===== src/rtl/pam_consts.svh =====
// Constants for the port A low pin function multiplexer.
// Assumes inclusion by the package and the pin mux module only.
`ifndef PAM_CONSTS_SVH
`define PAM_CONSTS_SVH
`define PAM_CELL_OCTETS   6'd53
`define PAM_PIN_LO        6
`define PAM_PIN_HI        12
`define PAM_USER_ID_W     6
`define PAM_SECTION_BIT   5
`define PAM_SECT_TX       1'b0
`define PAM_SECT_RX       1'b1
`define PAM_NIB_W         4
`define PAM_SEL_GPIO      2'h0
`define PAM_SEL_FUNC1     2'h1
`define PAM_SEL_FUNC2     2'h2
`define PAM_SEL_FUNC3     2'h3
`endif


===== src/rtl/pam_pkg.sv =====
// Types for the port A low pin function multiplexer.
// Assumes pam_consts.svh sits beside it.
`include "pam_consts.svh"
package pam_pkg;
  typedef enum logic [1:0] {
    PAM_MGMT_UART  = 2'h0,
    PAM_MGMT_TRANS = 2'h1,
    PAM_MGMT_CIRCUIT = 2'h2
  } pam_mgmt_mode_type;

  typedef enum logic [2:0] {
    PAM_CELL_IDLE = 3'h1,
    PAM_CELL_BODY = 3'h2,
    PAM_CELL_DONE = 3'h4
  } pam_cell_state_type;

  // Serial DMA user identifier: section bit over sub-block code
  typedef struct packed {
    logic       section;
    logic [4:0] code;
  } pam_user_id_type;

  // One received cell octet with its framing marks
  typedef struct packed {
    logic       valid;
    logic       first;
    logic       last;
    logic [7:0] data;
  } pam_octet_type;
endpackage


===== src/rtl/pam_pin_mux.sv =====
// Port A bits 6 to 12: dedicated function multiplexer.
// Assumes pins arrive unsynchronised; the link clock is sampled by mclk.
`timescale 1ns/1ps
`include "pam_consts.svh"

// Notes on behaviour
// - Cell octets come in on an eight-bit bus, bit 7 most significant, bit 0 least.
// - Every cell on the receive bus is exactly 53 octets.
// - A six-bit serial DMA user identifier goes out, bits 0 to 4 the sub-block code.
// - Bit 5 of that identifier is 0 for transmit and 1 for receive.
// - The identifier of each failed transfer is captured into the transfer error register.
// - Management port is full duplex: UART, transparent or general circuit interface.
// - The management interface is transmit, receive, sync and clock, some maybe unused.
// - In TDM nibble mode the nibble's least significant bit goes out on transmit line 0.
// - In TDM nibble mode receive line 0 carries the nibble's least significant bit.
// - In TDM serial mode the channel takes receive data one bit at a time on one input.
module pam_pin_mux
  import pam_pkg::*;
(
  input  wire logic                  mclk,
  input  wire logic                  srst,
  input  wire logic [1:0]            sel_a12,
  input  wire logic [1:0]            sel_a11,
  input  wire logic [1:0]            sel_a10,
  input  wire logic [1:0]            sel_a9,
  input  wire logic [1:0]            sel_a8,
  input  wire logic [1:0]            sel_a7,
  input  wire logic [1:0]            sel_a6,
  input  wire logic [6:0]            gpio_out,
  input  wire logic [6:0]            gpio_dir_out,
  input  wire logic [6:0]            pin_in,
  input  wire logic [4:0]            utopia_rx_lo,
  input  wire logic                  rx_enb_n,
  input  wire pam_user_id_type       dma_user_id,
  input  wire logic                  dma_xfer_err,
  input  wire logic                  mgmt_tx_bit,
  input  wire logic                  tdm_tx_bit0,
  input  wire logic                  tdm_nibble_mode,
  input  wire logic                  link_clk,
  output logic [6:0]                 pin_out,
  output logic [6:0]                 pin_oe_n,
  output logic [6:0]                 gpio_in,
  output pam_octet_type              cell_octet,
  output logic                       cell_len_err,
  output pam_user_id_type            dma_err_user_id,
  output logic                       mgmt_rx_data,
  output logic                       mgmt_sync_in,
  output logic                       tdm_rx_line0,
  output logic                       tdm_serial_rx,
  output logic                       tdm_tx_frame_sync,
  output logic                       tdm_rx_frame_sync
);
  // Pin index 0 is bit 6, index 6 is bit 12
  logic [6:0][1:0] sel;
  logic [6:0]      pin_s;
  logic [6:0]      ded_oe;
  logic [6:0]      ded_out;
  logic [6:0]      pin_out_d;
  logic [6:0]      pin_out_q;
  logic [6:0]      pin_oe_n_d;
  logic [6:0]      pin_oe_n_q;
  logic [6:0]      gpio_in_q;
  logic [4:0]      lo_s;
  logic            enb_n_s;
  logic            lclk_s;
  logic            lclk_prev_q;
  logic            lclk_rise;

  assign sel = {sel_a12, sel_a11, sel_a10, sel_a9, sel_a8, sel_a7, sel_a6};

  // Pin levels and link clock cross into mclk before use
  pam_sync2 #(.W(14)) u_sync (
    .mclk (mclk),
    .srst (srst),
    .din  ({link_clk, rx_enb_n, utopia_rx_lo, pin_in}),
    .dout ({lclk_s, enb_n_s, lo_s, pin_s})
  );

  // Dedicated output function per pin: func2 of bits 10 to 12 is user id, func1/2 of bit 9 tx
  always_comb begin
    ded_oe  = '0;
    ded_out = '0;
    if (sel[6] == `PAM_SEL_FUNC2) begin
      ded_oe[6]  = 1'b1;
      ded_out[6] = dma_user_id.code[3];
    end
    if (sel[5] == `PAM_SEL_FUNC2) begin
      ded_oe[5]  = 1'b1;
      ded_out[5] = dma_user_id.code[4];
    end
    if (sel[4] == `PAM_SEL_FUNC2) begin
      ded_oe[4]  = 1'b1;
      ded_out[4] = dma_user_id.section;
    end
    if (sel[3] == `PAM_SEL_FUNC1) begin
      ded_oe[3]  = 1'b1;
      ded_out[3] = mgmt_tx_bit;
    end else if (sel[3] == `PAM_SEL_FUNC2) begin
      ded_oe[3]  = 1'b1;
      ded_out[3] = tdm_tx_bit0;
    end
  end

  // One function per pin; GPIO when none selected
  generate
    for (genvar i = 0; i < 7; i++) begin : g_pin
      always_comb begin
        if (sel[i] == `PAM_SEL_GPIO) begin
          pin_out_d[i]  = gpio_out[i];
          pin_oe_n_d[i] = ~gpio_dir_out[i];
        end else begin
          pin_out_d[i]  = ded_out[i];
          pin_oe_n_d[i] = ~ded_oe[i];
        end
      end
    end
  endgenerate

  // Pad outputs and GPIO input capture
  always_ff @(posedge mclk) begin
    if (srst) begin
      pin_out_q  <= '0;
      pin_oe_n_q <= '1;
      gpio_in_q  <= '0;
    end else begin
      pin_out_q  <= pin_out_d;
      pin_oe_n_q <= pin_oe_n_d;
      gpio_in_q  <= pin_s;
    end
  end

  // Error capture of the user id on a failed transfer
  pam_user_id_type err_id_d;
  pam_user_id_type err_id_q;
  always_comb begin
    err_id_d = dma_xfer_err ? dma_user_id : err_id_q;
  end
  always_ff @(posedge mclk) begin
    if (srst) err_id_q <= '0;
    else      err_id_q <= err_id_d;
  end

  // Link clock edge from the synchronised sample
  assign lclk_rise = lclk_s & ~lclk_prev_q;

  // Serial/TDM inputs: taken on link clock rising edges
  logic       m_rx_d, m_sy_d, t_rx0_d, t_ser_d, t_ts_d, t_rs_d;
  logic       m_rx_q, m_sy_q, t_rx0_q, t_ser_q, t_ts_q, t_rs_q;
  always_comb begin
    m_rx_d  = m_rx_q;
    m_sy_d  = m_sy_q;
    t_rx0_d = t_rx0_q;
    t_ser_d = t_ser_q;
    t_ts_d  = t_ts_q;
    t_rs_d  = t_rs_q;
    if (lclk_rise) begin
      // Management port is full duplex; each input is independent
      if (sel[2] == `PAM_SEL_FUNC1) m_rx_d = pin_s[2];
      if (sel[1] == `PAM_SEL_FUNC1) m_sy_d = pin_s[1];
      if (sel[2] == `PAM_SEL_FUNC2) begin
        if (tdm_nibble_mode) t_rx0_d = pin_s[2];
        else                 t_ser_d = pin_s[2];
      end
      if (sel[1] == `PAM_SEL_FUNC2) t_ts_d = pin_s[1];
      if (sel[0] == `PAM_SEL_FUNC1) t_rs_d = pin_s[0];
    end
  end
  always_ff @(posedge mclk) begin
    if (srst) begin
      lclk_prev_q <= 1'b0;
      m_rx_q      <= 1'b1;
      m_sy_q      <= 1'b0;
      t_rx0_q     <= 1'b0;
      t_ser_q     <= 1'b0;
      t_ts_q      <= 1'b0;
      t_rs_q      <= 1'b0;
    end else begin
      lclk_prev_q <= lclk_s;
      m_rx_q      <= m_rx_d;
      m_sy_q      <= m_sy_d;
      t_rx0_q     <= t_rx0_d;
      t_ser_q     <= t_ser_d;
      t_ts_q      <= t_ts_d;
      t_rs_q      <= t_rs_d;
    end
  end

  // Cell receive: octets taken on link clock rise while enable is low
  pam_cell_state_type st_q, st_d;
  logic [5:0]         cnt_q, cnt_d;
  pam_octet_type      oct_q, oct_d;
  logic               err_q, err_d;
  logic               take;
  logic [7:0]         octet;
  assign take  = lclk_rise & ~enb_n_s &
                 (sel[6] == `PAM_SEL_FUNC1) & (sel[5] == `PAM_SEL_FUNC1) &
                 (sel[4] == `PAM_SEL_FUNC1);
  assign octet = {lo_s, pin_s[6], pin_s[5], pin_s[4]};
  always_comb begin
    st_d  = st_q;
    cnt_d = cnt_q;
    oct_d = '0;
    err_d = 1'b0;
    case (st_q)
      PAM_CELL_IDLE, PAM_CELL_DONE: begin
        if (take) begin
          oct_d = '{valid: 1'b1, first: 1'b1, last: 1'b0, data: octet};
          cnt_d = 6'd1;
          st_d  = PAM_CELL_BODY;
        end else if (enb_n_s) begin
          st_d = PAM_CELL_IDLE;
        end
      end
      PAM_CELL_BODY: begin
        if (take) begin
          cnt_d = cnt_q + 6'd1;
          oct_d = '{valid: 1'b1, first: 1'b0,
                    last: (cnt_d == `PAM_CELL_OCTETS), data: octet};
          if (cnt_d == `PAM_CELL_OCTETS) st_d = PAM_CELL_DONE;
        end else if (lclk_rise & enb_n_s) begin
          err_d = 1'b1;
          st_d  = PAM_CELL_IDLE;
        end
      end
      default: st_d = PAM_CELL_IDLE;
    endcase
  end
  always_ff @(posedge mclk) begin
    if (srst) begin
      st_q  <= PAM_CELL_IDLE;
      cnt_q <= '0;
      oct_q <= '0;
      err_q <= 1'b0;
    end else begin
      st_q  <= st_d;
      cnt_q <= cnt_d;
      oct_q <= oct_d;
      err_q <= err_d;
    end
  end

  assign pin_out           = pin_out_q;
  assign pin_oe_n          = pin_oe_n_q;
  assign gpio_in           = gpio_in_q;
  assign cell_octet        = oct_q;
  assign cell_len_err      = err_q;
  assign dma_err_user_id   = err_id_q;
  assign mgmt_rx_data      = m_rx_q;
  assign mgmt_sync_in      = m_sy_q;
  assign tdm_rx_line0      = t_rx0_q;
  assign tdm_serial_rx     = t_ser_q;
  assign tdm_tx_frame_sync = t_ts_q;
  assign tdm_rx_frame_sync = t_rs_q;
endmodule


===== src/rtl/pam_sync2.sv =====
// Two flip-flop synchroniser for a bundle of pin levels.
// Assumes inputs are asynchronous to mclk.
`timescale 1ns/1ps
module pam_sync2 #(
  parameter int W = 1
) (
  input  wire logic         mclk,
  input  wire logic         srst,
  input  wire logic [W-1:0] din,
  output logic      [W-1:0] dout
);
  logic [W-1:0] meta_q;
  logic [W-1:0] meta_d;
  logic [W-1:0] out_q;
  logic [W-1:0] out_d;

  // Next values: first stage feeds only the second
  always_comb begin
    meta_d = din;
    out_d  = meta_q;
  end

  // Register both stages
  always_ff @(posedge mclk) begin
    if (srst) begin
      meta_q <= '0;
      out_q  <= '0;
    end else begin
      meta_q <= meta_d;
      out_q  <= out_d;
    end
  end

  assign dout = out_q;
endmodule


===== config.mk =====
export PLATFORM = sky130hd
export DESIGN_NAME = pam_pin_mux
export DESIGN_NICKNAME = d
export VERILOG_FILES = /design/src/rtl/pam_pkg.sv /design/src/rtl/pam_pin_mux.sv /design/src/rtl/pam_sync2.sv
export VERILOG_INCLUDE_DIRS = /design/src /design/src/rtl
export SDC_FILE = /design/constraint.sdc
export NUM_CORES = 1
export LEC_CHECK = 0
export BUFFER_PORTS_ARGS = -buffer_cell sky130_fd_sc_hd__buf_2
export CAP_MARGIN = 20
export CELL_PAD_IN_SITES_DETAIL_PLACEMENT = 1
export CELL_PAD_IN_SITES_GLOBAL_PLACEMENT = 1
export CORE_MARGIN = 1.5
export CORE_UTILIZATION = 29
export DETAILED_ROUTE_END_ITERATION = 12
export PLACE_DENSITY_LB_ADDON = 0.15
export SLEW_MARGIN = 20
export SYNTH_ARGS = -nofsm -noshare
export SYNTH_HDL_FRONTEND = slang
export SYNTH_SLANG_ARGS = --single-unit

===== constraint.sdc =====
create_clock -name mclk -period 2.35 [get_ports mclk]
set_clock_uncertainty 0.2 [all_clocks]
set_input_delay 0.47 -clock mclk [delete_from_list [all_inputs] [get_ports mclk]]
set_output_delay 0.47 -clock mclk [all_outputs]
set_load 0.01 [all_outputs]

==> results.txt, run 1 <==
The worst hold path terminates at pin_oe_n[0]. Max-cap violations in this run came to 0. For the buffer depth of the longest clock path, the log shows 2. In this run the most critical hold path is launched from gpio_dir_out[0]. The logs give 0.518 for the sequential power share and 0 for the total congestion overflow after global routing. The relative slew slack was 0.718; the setup slack of the worst register-to-register path was 450 ps. Library cell occupying the most area in the post-synthesis netlist: sky130_fd_sc_hd__dfxtp_1. The proportion of layout cells with a drive suffix above 1 was 0.328; the leakage power of the design was 1.69 nW. Setup repair after global routing left no endpoint under its margin. The synthesis warning total was 0; the number of vias after detailed routing was 2213.

The area share of the largest cell type after synthesis works out to 0.586. CTS buffer count: 9. The most used flip-flop cell after synthesis is sky130_fd_sc_hd__dfxtp_1.

The library cells used most frequently in the layout, excluding fill and tap cells, are 98 x sky130_fd_sc_hd__buf_2, 83 x sky130_fd_sc_hd__dfxtp_1, 39 x sky130_fd_sc_hd__nor2b_1. For the number of H-tree levels, the log shows 3. The count of nets left with antenna violations once routing finished came out at 0.

The highest clock frequency the design can meet is 527 MHz. The mean cell area of the mapped netlist works out to 10.5 um2. The path class of the lowest-slack min-delay path was primary input to register. The pin count of the biggest net entering global routing is 41.

TritonCTS built the clock tree. The run gives 0.0417 as the met3 track demand over resource. The fraction of registers with async set/reset is 0, and the number of buffers added for setup after CTS is 0. The floorplan step set the die width to 102 um.

The core region is 9370 um2. The logs give 0 for the count of antenna diodes in the layout and 6500 um for the total wirelength of the detailed-routed design. From synthesis to final layout, the design area changed by 31.2%. Number of global-route vias before repair: 2206.

The logs give 4780 um for the HPWL after detailed placement and 0 for the post-CTS resize count. During I/O placement, the number of pins put on the boundary was 99. The tools report the final-report hold violation count as 0. Clock latency on the worst-skew pair, taken at its later pin, is 340 ps. The total power density per cell area is 758 nW/um2.

Counting every net in the synthesized netlist gives 328. For the final setup violation count, the log shows 0. The commonest non-fill, non-tap cell in the layout was sky130_fd_sc_hd__buf_2.

Slowest cell on the critical path: sky130_fd_sc_hd__dfxtp_1. For the total number of placement rows, the log shows 35. The slew at the pin closest to its max-slew limit is 419 ps, and the wire length of the first global-routing pass is 10400 um.

By area the synthesized netlist is led by sky130_fd_sc_hd__dfxtp_1 59%, sky130_fd_sc_hd__nor2b_1 8.6%, sky130_fd_sc_hd__mux2i_1 5.3%. The final net count came out at 431. The vertical die dimension came out at 102 um. The tools report the synthesized cell area as 2840 um2. The startpoint of the worst register-to-register path was st_q[1].

Share of synthesized area occupied by flip-flops and latches: 0.586. The max-slew violation count was 0. During placement, the flow inserted port buffers numbering 98. The required time at the endpoint of the critical path was 2410 ps; the hold-critical path depth was 2. After synthesis, the netlist uses 41 different library cells. Number of sinks on the clock net: 83.

The global-route usage over all layers is 0.132, and the final-layout fill cell count is 1103. STA classifies the critical path endpoint as a register. Clock-pin slew was measured on the worst setup and hold paths at 80 ps.

The fraction of power spent switching nets is 0.209. Synthesis inferred 83 register bits. Walking the worst path, the cells encountered are nor3b_2 > and4_2 > o211ai_1 > nor3b_1 > o21ai_0. The met2 layer usage reported by global route is 0.220. The number of antenna violations at the first check in global routing is 0, and the critical path buffer and inverter count is 0. The type of origin of the critical path is a register.

The run gives 0.284 mV as the largest vdd supply drop. The run gives 10400 um2 as the area of the die. The number of cells on the worst reg-to-reg path is 5.

The layer with the highest usage after global routing is met2. Adding up every negative setup slack in the final design gives 0 ps. Yosys mapped a number of flops with a built-in enable equal to 0. The buffer cell driving the clock tree root is sky130_fd_sc_hd__clkbuf_8.

The logs give 0 for the count of hold buffers inserted by post-cts repair and 2.23 mW for the internal power component. The endpoint identified for the worst register-to-register timing path is st_q[0]. The part of the total power dissipated in the clock network was 0.419. In the routed design, unresolved DRC markers number 0. The net switching power was 0.590 mW. Family of cells with the greatest summed delay on the critical path: simple AND/OR/NAND/NOR gates. In this run, the number of DRC markers left after iteration 0 of detailed routing was 35.

Synthesis produced 269 cells. The post-route fraction of the period consumed by the critical path came out at 0.807. The met1 capacity usage during global routing came out at 0.155. Of all nets on the critical path, the largest fanout is 7.

The minimum clock period after layout came out at 1900 ps. The logs give 1960 ps for the arrival time reported for the critical path endpoint and 0.062 for the combinational share of power. The run finished with clean final reports. The ratio of routed vias to standard cells works out to 4.39. Routability-driven placement finished with a final weighted congestion of 0.740.

Initial core utilization: 0.303. The critical path in this run is classified as register to register. The iteration count of the initial detailed-routing pass is 4.

The run gives 0.397 as the final core area utilization. The maximum cell stage delay along the critical path was 390 ps. The average routed wire per standard cell came out at 12.9 um.
==> cell usage after synthesis, types with 2 or more instances <==
cell and number:
sky130_fd_sc_hd__nor2b_1 39, sky130_fd_sc_hd__nand3_1 3, sky130_fd_sc_hd__o21ai_0 11, sky130_fd_sc_hd__nor3_1 8, sky130_fd_sc_hd__a31oi_1 2, sky130_fd_sc_hd__ha_1 5
sky130_fd_sc_hd__buf_2 2, sky130_fd_sc_hd__nand2_1 9, sky130_fd_sc_hd__dfxtp_1 83, sky130_fd_sc_hd__clkbuf_1 9, sky130_fd_sc_hd__a21oi_1 11, sky130_fd_sc_hd__inv_1 5
sky130_fd_sc_hd__nand4b_1 3, sky130_fd_sc_hd__nand3b_1 3, sky130_fd_sc_hd__mux2i_1 15, sky130_fd_sc_hd__and2_1 11, sky130_fd_sc_hd__nand4_1 2, sky130_fd_sc_hd__a211oi_1 2
sky130_fd_sc_hd__nor2_1 22, sky130_fd_sc_hd__nor3b_1 3
==> power groups by stage <==
stage	Combinational (mW)	Sequential [mW]	Clock [mW]
floorplan	0.0756	1.50	0
global placement	0.177	1.50	0
detailed placement	0.180	1.50	0
CTS	0.181	1.46	1.23
global route	0.196	1.47	1.30
finish	0.176	1.46	1.18
==> registers in the layout, summed over array words and instances, names as in the netlist <==
name,flops
u_sync.dout,14
u_sync.meta_q,14
cell_octet,11
gpio_in,7
pin_oe_n,7
pin_out,7
cnt_q,6
dma_err_user_id,6
st_q,3
cell_len_err,1
lclk_prev_q,1
mgmt_rx_data,1
mgmt_sync_in,1
tdm_rx_frame_sync,1
tdm_rx_line0,1
tdm_serial_rx,1
tdm_tx_frame_sync,1
==> worst max-delay path by stage <==
| stage | cells past startpoint | endpoint | startpoint | slack (ps) |
|---|---|---|---|---|
| 4_1_cts | 5 | st_q[0] | st_q[1] | 440 |
| 6_report | 5 | st_q[0] | st_q[1] | 450 |
| 2_1_floorplan | 4 | cnt_q[5] | sel_a12[1] | 490 |
| 3_5_place_dp | 6 | st_q[0] | sel_a12[1] | 210 |
| 3_3_place_gp | 6 | cell_octet[0] | sel_a12[1] | 280 |
| 5_1_grt | 5 | st_q[0] | st_q[1] | 270 |
==> metrics by stage <==
stage / instance area [um2] / power (mW) / setup slack (ps) / hold slack, ps / cells
after floorplan: 2840 / 1.58 / 491 / 206 / 269
after global placement: 3500 / 1.67 / 280 / 209 / 490
after detailed placement: 3500 / 1.68 / 215 / 213 / 490
after CTS: 3720 / 2.87 / 437 / 57.4 / 504
after global routing: 3720 / 2.96 / 269 / 53.2 / 504
final: 3720 / 2.82 / 453 / 82.1 / 504
==> final cells by class <==
type / instances / area, um2 / area share
Sequential cell: 83 / 1660 / 0.446
Clock inverter: 5 / 104 / 0.0279
Clock buffer: 9 / 124 / 0.0333
Multi-Input combinational cell: 170 / 1110 / 0.299
Inverter: 5 / 18.8 / 0.00504
Timing Repair Buffer: 103 / 541 / 0.145
Tap cell: 129 / 161 / 0.0433
==> logic make-up after synthesis <==
| group | count (synthesis) | share of synthesized area |
|---|---|---|
| xor+xnor | 2 | 0.00617 |
| mux | 16 | 0.0569 |
| buf+inv | 16 | 0.0220 |
| fa+ha+maj | 5 | 0.0220 |
| simple gates | 117 | 0.248 |
| compound gates | 30 | 0.0591 |
| flops | 83 | 0.586 |
==> routing by layer <==
layer | part of all wire | wire length, um
met1 | 0.45 | 2910
met3 | 0.051 | 331
met5 | 0 | 0
met4 | 0.016 | 107
met2 | 0.49 | 3160
(Power assumes the default switching activity.)
==> run 2: changes to the inputs <==
Clock period 2.35 ns to 1.7 ns, I/O delays scaled along.
==> results.txt, run 2 (synthesized netlist as in run 1, its figures left out) <==
The path class of the lowest-slack min-delay path is primary input to register (unchanged). The post-route fraction of the period consumed by the critical path works out to 1.02 (was 0.807). The buffer depth of the longest clock path is 2 (unchanged). The count of unresolved DRC violations after routing is 0 (unchanged). Element type at the critical path end: a register (unchanged).

The run gives -38.6 ps (was 453 ps) as the smallest setup slack after layout. TritonCTS built the clock tree. Top library cells by usage in the layout, fill and taps aside: 98 x sky130_fd_sc_hd__buf_2, 77 x sky130_fd_sc_hd__dfxtp_1, 38 x sky130_fd_sc_hd__nor2b_1 (was 98 x sky130_fd_sc_hd__buf_2, 83 x sky130_fd_sc_hd__dfxtp_1, 39 x sky130_fd_sc_hd__nor2b_1). Total negative slack for setup checks: -87.2 ps (was 0 ps). The residual antenna-violating net count after detailed routing is 0 (unchanged), and the number of H-tree levels is 3 (unchanged).

The area of placed instances is 3680 um2 (was 3500 um2), and the number of sinks on the clock net is 83 (unchanged). The standard cell core area is 9370 um2 (unchanged), and the arrival time reported for the critical path endpoint is 1830 ps (was 1960 ps). The insertion delay of the later-clocked pin in the worst-skew pair came out at 360 ps (was 340 ps).

The commonest non-fill, non-tap cell in the layout is sky130_fd_sc_hd__buf_2 (unchanged). CP cell instances: nor4b_4 > nand4_2 > or4_4 > a21oi_2 (was nor3b_2 > and4_2 > o211ai_1 > nor3b_1 > o21ai_0). The tools report the routability congestion estimate as 0.777 (was 0.740). The buffer cell driving the clock tree root was sky130_fd_sc_hd__clkbuf_8 (unchanged). The tools report the type of origin of the critical path as a register (unchanged). Initial core utilization: 0.303 (unchanged). The run finished, with violations left. The logs give 485 (was 431) for the final net count and 5000 um (was 4780 um) for the HPWL after detailed placement.

The total congestion overflow after global routing was 0 (unchanged). The area of the die is 10400 um2 (unchanged). For the global-route usage over all layers, the log shows 0.143 (was 0.132). The minimum clock period after layout was 1740 ps (was 1900 ps). The run gives 4 (unchanged) as the iteration count of the initial detailed-routing pass. The final core area utilization is 0.455 (was 0.397), and the count of input and output buffers is 98 (unchanged). The slowest cell on the critical path is sky130_fd_sc_hd__or4_4 (was sky130_fd_sc_hd__dfxtp_1). The die boundary width was 102 um (unchanged); the CTS buffer count was 9 (unchanged).

The leakage power of the design came out at 1.94 nW (was 1.69 nW). The count of antenna diodes in the layout is 0 (unchanged), and the final setup violation count is 4 (was 0). The run gives 2424 (was 2213) as the number of vias after detailed routing. The maximum fanout along the worst path came out at 3 (was 7).

The final reports fail on negative setup slack. The wire length of the first global-routing pass came out at 11500 um (was 10400 um). The relative slew slack was 0.783 (was 0.718); the maximum cell stage delay along the critical path was 530 ps (was 390 ps).

The total power density per cell area is 885 nW/um2 (was 758 nW/um2), and the area overhead of the layout relative to synthesis is 50.2% (was 31.2%). The average routed wire per standard cell is 12.5 um (was 12.9 um). For the DRC violation total after the first TritonRoute iteration, the log shows 58 (was 35). The tools report the final standard cell count with taps included and fillers excluded as 560 (was 504). Cell count after placement: 514 (was 490).

The slew at the pin closest to its max-slew limit was 322 ps (was 419 ps); the required time at the endpoint of the critical path was 1790 ps (was 2410 ps). Setup repair after global routing could not meet its margin everywhere. Final-report hold violation count: 0 (unchanged).

The ratio of routed vias to standard cells was 4.33 (was 4.39). The post-CTS clock slew at the launch and capture registers of the worst setup and hold paths was 90 ps (was 80 ps); the pin count of the biggest net entering global routing was 22 (was 41). The vertical die dimension is 102 um (unchanged). Max-slew violation count: 0 (unchanged). The logs give 35 (unchanged) for the total number of placement rows and 575 MHz (was 527 MHz) for the highest clock frequency the design can meet. The number of top-level pins is 99 (unchanged), and the number of global-route vias before repair is 2487 (was 2206). Overall power: 3.77 mW (was 2.82 mW). Critical path start-end classification: register to register (unchanged).

The tools report the number of antenna violations at the first check in global routing as 0 (unchanged). The post-route standard cell area excluding fillers was 4260 um2 (was 3720 um2); the total wirelength of the detailed-routed design was 6990 um (was 6500 um). The largest vdd supply drop was 0.358 mV (was 0.284 mV); the proportion of layout cells with a drive suffix above 1 was 0.406 (was 0.328). The count of maximum capacitance violations is 0 (unchanged).
## run 2: report_power, final
part | leakage, nW | internal, mW | switching (mW)
registers | 0.682 | 2.00 | 0.0178
clock network | 0.0962 | 0.688 | 0.737
logic | 1.16 | 0.188 | 0.138
total | 1.94 | 2.88 | 0.893
## run 2: critical path, delay by kind of cell (launching register included)
kind / cells / cell delay, ps
and+or+nand+nor: 3 / 970
DFF: 1 / 350
AOI/OAI and AO/OA: 1 / 150
## run 2: repair_timing
| action | CTS | global route |
|---|---|---|
| pin swaps | 3 | 7 |
| endpoints found under the hold margin | 24 | 0 |
| setup endpoints to repair | 15 | 17 |
| cloned | 1 | 0 |
| buffers inserted | 0 | 3 |
| gates resized for setup | 7 | 28 |
| hold buffers | 26 | 0 |
## run 2: area by class of cell
class	instances	area, um2
well taps	129	161
flip-flops and latches	83	1670
clock buffers	9	124
repair buffers	156	1010
clock inverters	7	76.3
multi-input cells	171	1200
fillers	1110	5110
inverters	5	18.8
## run 2: worst paths after layout
path	cells after the start	slack, ps	start	end
worst min-delay path	3	20	dma_user_id[1]	dma_err_user_id[1]
worst min register to register	1	230	u_sync.meta_q[13]	u_sync.dout[13]
worst max register to register	4	-40	u_sync.dout[12]	cnt_q[5]
worst max-delay path	4	-40	u_sync.dout[12]	cnt_q[5]
## run 2: metal layers
layer	routed length, um	part of all wire	track usage
met4	143	0.020	0.0727
met2	3410	0.49	0.246
met5	0	0	0
met3	334	0.048	0.0390
met1	3110	0.44	0.164
## run 2: stage by stage
stage,worst slack (ps),hold WS [ps]
2_1_floorplan,-12.8,202
3_3_place_gp,-183,207
3_5_place_dp,-233,216
4_1_cts,-52.8,1.89
5_1_grt,-120,16.3
6_report,-38.6,17.8
==> run 3: changes to the inputs <==
Settings changed: CORE_MARGIN 1.5 to 2, SETUP_SLACK_MARGIN set to 0.3.
==> results.txt, run 3 (synthesized netlist as in run 1, its figures left out) <==
The worst reg-to-reg path cell count is 5 (was 4). The total congestion overflow after global routing is 0 (unchanged), and the count of maximum capacitance violations is 0 (unchanged). The HPWL after detailed placement was 5030 um (was 5000 um); the number of sinks on the clock net was 83 (unchanged).

The ratio of routed vias to standard cells works out to 4.17 (was 4.33). Top library cells by usage in the layout, fill and taps aside: 95 x sky130_fd_sc_hd__buf_2, 68 x sky130_fd_sc_hd__dfxtp_1, 38 x sky130_fd_sc_hd__nor2b_1 (was 98 x sky130_fd_sc_hd__buf_2, 77 x sky130_fd_sc_hd__dfxtp_1, 38 x sky130_fd_sc_hd__nor2b_1). The maximum cell stage delay along the critical path came out at 410 ps (was 530 ps).

Commonest non-fill, non-tap cell in the layout: sky130_fd_sc_hd__buf_2 (unchanged). The tools report the pin count of the biggest net entering global routing as 27 (was 22). The tools report the arrival time reported for the critical path endpoint as 1800 ps (was 1830 ps).

TritonCTS built the clock tree. Count of input and output buffers: 98 (unchanged). The tools report the number of H-tree levels as 3 (unchanged). The element type at the critical path end is a register (unchanged).

The largest vdd supply drop was 0.562 mV (was 0.358 mV); the hold-critical path depth was 3 (unchanged). The tools report the count of unresolved DRC violations after routing as 0 (unchanged). The tools report the leakage power of the design as 1.96 nW (was 1.94 nW). The routability congestion estimate came out at 0.763 (was 0.777). The run finished, with violations left. The vertical die dimension is 103 um (was 102 um), and the critical path buffer and inverter count is 1 (was 0). The maximum fanout along the worst path works out to 3 (unchanged).

The average routed wire per standard cell came out at 12.9 um (was 12.5 um). For the final setup violation count, the log shows 3 (was 4). The logs give -25.7 ps (was -38.6 ps) for the smallest setup slack after layout and 1122 (was 1110) for the final-layout fill cell count. The DRC violation total after the first TritonRoute iteration was 59 (was 58).

For the relative slew slack, the log shows 0.730 (was 0.783). The area of the die was 10600 um2 (was 10400 um2). Number of vias after detailed routing: 2350 (was 2424). Slew at the pin closest to its max-slew limit: 405 ps (was 322 ps). CP cell instances: nor4b_4 > buf_4 > nand4_4 > or4_1 > a21oi_1 (was nor4b_4 > nand4_2 > or4_4 > a21oi_2).

The logs give 0.452 (was 0.455) for the final core area utilization and 484 (was 485) for the final net count. For the residual antenna-violating net count after detailed routing, the log shows 0 (unchanged). Slowest cell on the critical path: sky130_fd_sc_hd__or4_1 (was sky130_fd_sc_hd__or4_4).

The tools report the launch instance of the worst min-delay path as sel_a6[1] (was dma_user_id[1]). Setup repair after global routing could not meet its margin everywhere. The logs give 9 (unchanged) for the CTS buffer count and 1780 ps (was 1790 ps) for the required time at the endpoint of the critical path. Number of top-level pins: 99 (unchanged). The startpoint of the worst register-to-register path was u_sync.dout[12] (unchanged). The number of antenna violations at the first check in global routing came out at 0 (unchanged). Violations in the final reports: negative setup slack (unchanged).

For the count of antenna diodes in the layout, the log shows 0 (unchanged). Number of global-route vias before repair: 2297 (was 2487). The wire length of the first global-routing pass is 10800 um (was 11500 um). The post-route fraction of the period consumed by the critical path came out at 1.02 (about the same).

The worst reg2reg path endpoint is cnt_q[5] (unchanged). The total power density per cell area was 877 nW/um2 (was 885 nW/um2); the setup slack of the worst register-to-register path was -30 ps (was -40 ps). Buffer cell driving the clock tree root: sky130_fd_sc_hd__clkbuf_8 (unchanged). The tools report the final-report hold violation count as 0 (unchanged). The die boundary width came out at 103 um (was 102 um). The final hold slack was 21.6 ps (was 17.8 ps). The critical path start-end classification was register to register (unchanged). The minimum clock period after layout was 1730 ps (was 1740 ps). The tools report the iteration count of the initial detailed-routing pass as 4 (unchanged). The logs give 7270 um (was 6990 um) for the total wirelength of the detailed-routed design and 579 MHz (was 575 MHz) for the highest clock frequency the design can meet.

Destination of the worst hold path: pin_oe_n[0] (was dma_err_user_id[1]). The buffer depth of the longest clock path is 2 (unchanged). The post-CTS clock slew at the launch and capture registers of the worst setup and hold paths was 90 ps (about the same). The insertion delay of the later-clocked pin in the worst-skew pair came out at 350 ps (was 360 ps). For the standard cell core area, the log shows 9640 um2 (was 9370 um2).

Path class of the lowest-slack min-delay path: primary input to register (unchanged). The launching instance or port of the critical path is u_sync.dout[12] (unchanged). The type of origin of the critical path was a register (unchanged).

For the max-slew violation count, the log shows 0 (unchanged). The global-route usage over all layers came out at 0.134 (was 0.143). The initial core utilization was 0.294 (was 0.303); the total number of placement rows was 36 (was 35).

The area overhead of the layout relative to synthesis is 53.4% (was 50.2%), and the proportion of layout cells with a drive suffix above 1 is 0.437 (was 0.406). The family of cells with the greatest summed delay on the critical path is simple AND/OR/NAND/NOR gates (unchanged).
## run 3: how the worst max path moves through the flow
stage / endpoint / depth (start not counted)
4_1_cts: cnt_q[5] / 5
2_1_floorplan: cnt_q[4] / 6
6_report: cnt_q[5] / 5
5_1_grt: cnt_q[4] / 5
3_5_place_dp: cell_octet[0] / 6
3_3_place_gp: cnt_q[4] / 6
## run 3: metal layers
layer | routed length, um | GRT usage | up-vias
met4 | 79 | 0.0435 | 0
met5 | 0 | 0 | -
met1 | 3180 | 0.164 | 1098
met2 | 3740 | 0.224 | 37
met3 | 272 | 0.0434 | 7
li1 | - | - | 1208
## run 3: power by group
group	internal, mW	switching (mW)
combinational	0.191	0.144
sequential	2.00	0.0193
clock	0.729	0.734
total	2.92	0.897
## run 3: final cells by class
| class | count | area [um2] | share of cell area |
|---|---|---|---|
| inverter | 5 | 18.8 | 0.00431 |
| clock buffer | 10 | 138 | 0.0316 |
| timing repair buffer | 155 | 1040 | 0.238 |
| sequential | 83 | 1680 | 0.386 |
| tap | 133 | 166 | 0.0382 |
| clock inverter | 6 | 70.1 | 0.0161 |
| multi-input combinational | 171 | 1240 | 0.285 |
## run 3: metrics by stage
| step | TNS [ps] | instance area (um2) | setup slack (ps) | total power, mW | cells |
|---|---|---|---|---|---|
| 6_report | -37.9 | 4350 | -25.7 | 3.82 | 563 |
| 2_1_floorplan | 0 | 2840 | 12.3 | 2.18 | 269 |
| 3_3_place_gp | -3730 | 3680 | -246 | 2.34 | 516 |
| 4_1_cts | -816 | 4210 | -74.8 | 3.87 | 560 |
| 5_1_grt | -1440 | 4350 | -120 | 4.01 | 563 |
| 3_5_place_dp | -4590 | 3680 | -289 | 2.35 | 516 |
## run 3: what timing repair did
item                                    4_1_cts  5_1_grt
pin swaps                                    19       19
endpoints found under the setup margin       21       34
gates cloned                                  1        0
hold buffers                                 24        0
hold endpoints to repair                     22        0
gates resized for setup                      20       37
buffers inserted                              3        3
## run 3: worst register-to-register path, cell delays in order, from the launching register on
cell and delay, ps:
sky130_fd_sc_hd__dfxtp_2 340, sky130_fd_sc_hd__nor4b_4 310, sky130_fd_sc_hd__buf_4 180, sky130_fd_sc_hd__nand4_4 80, sky130_fd_sc_hd__or4_1 410, sky130_fd_sc_hd__a21oi_1 130
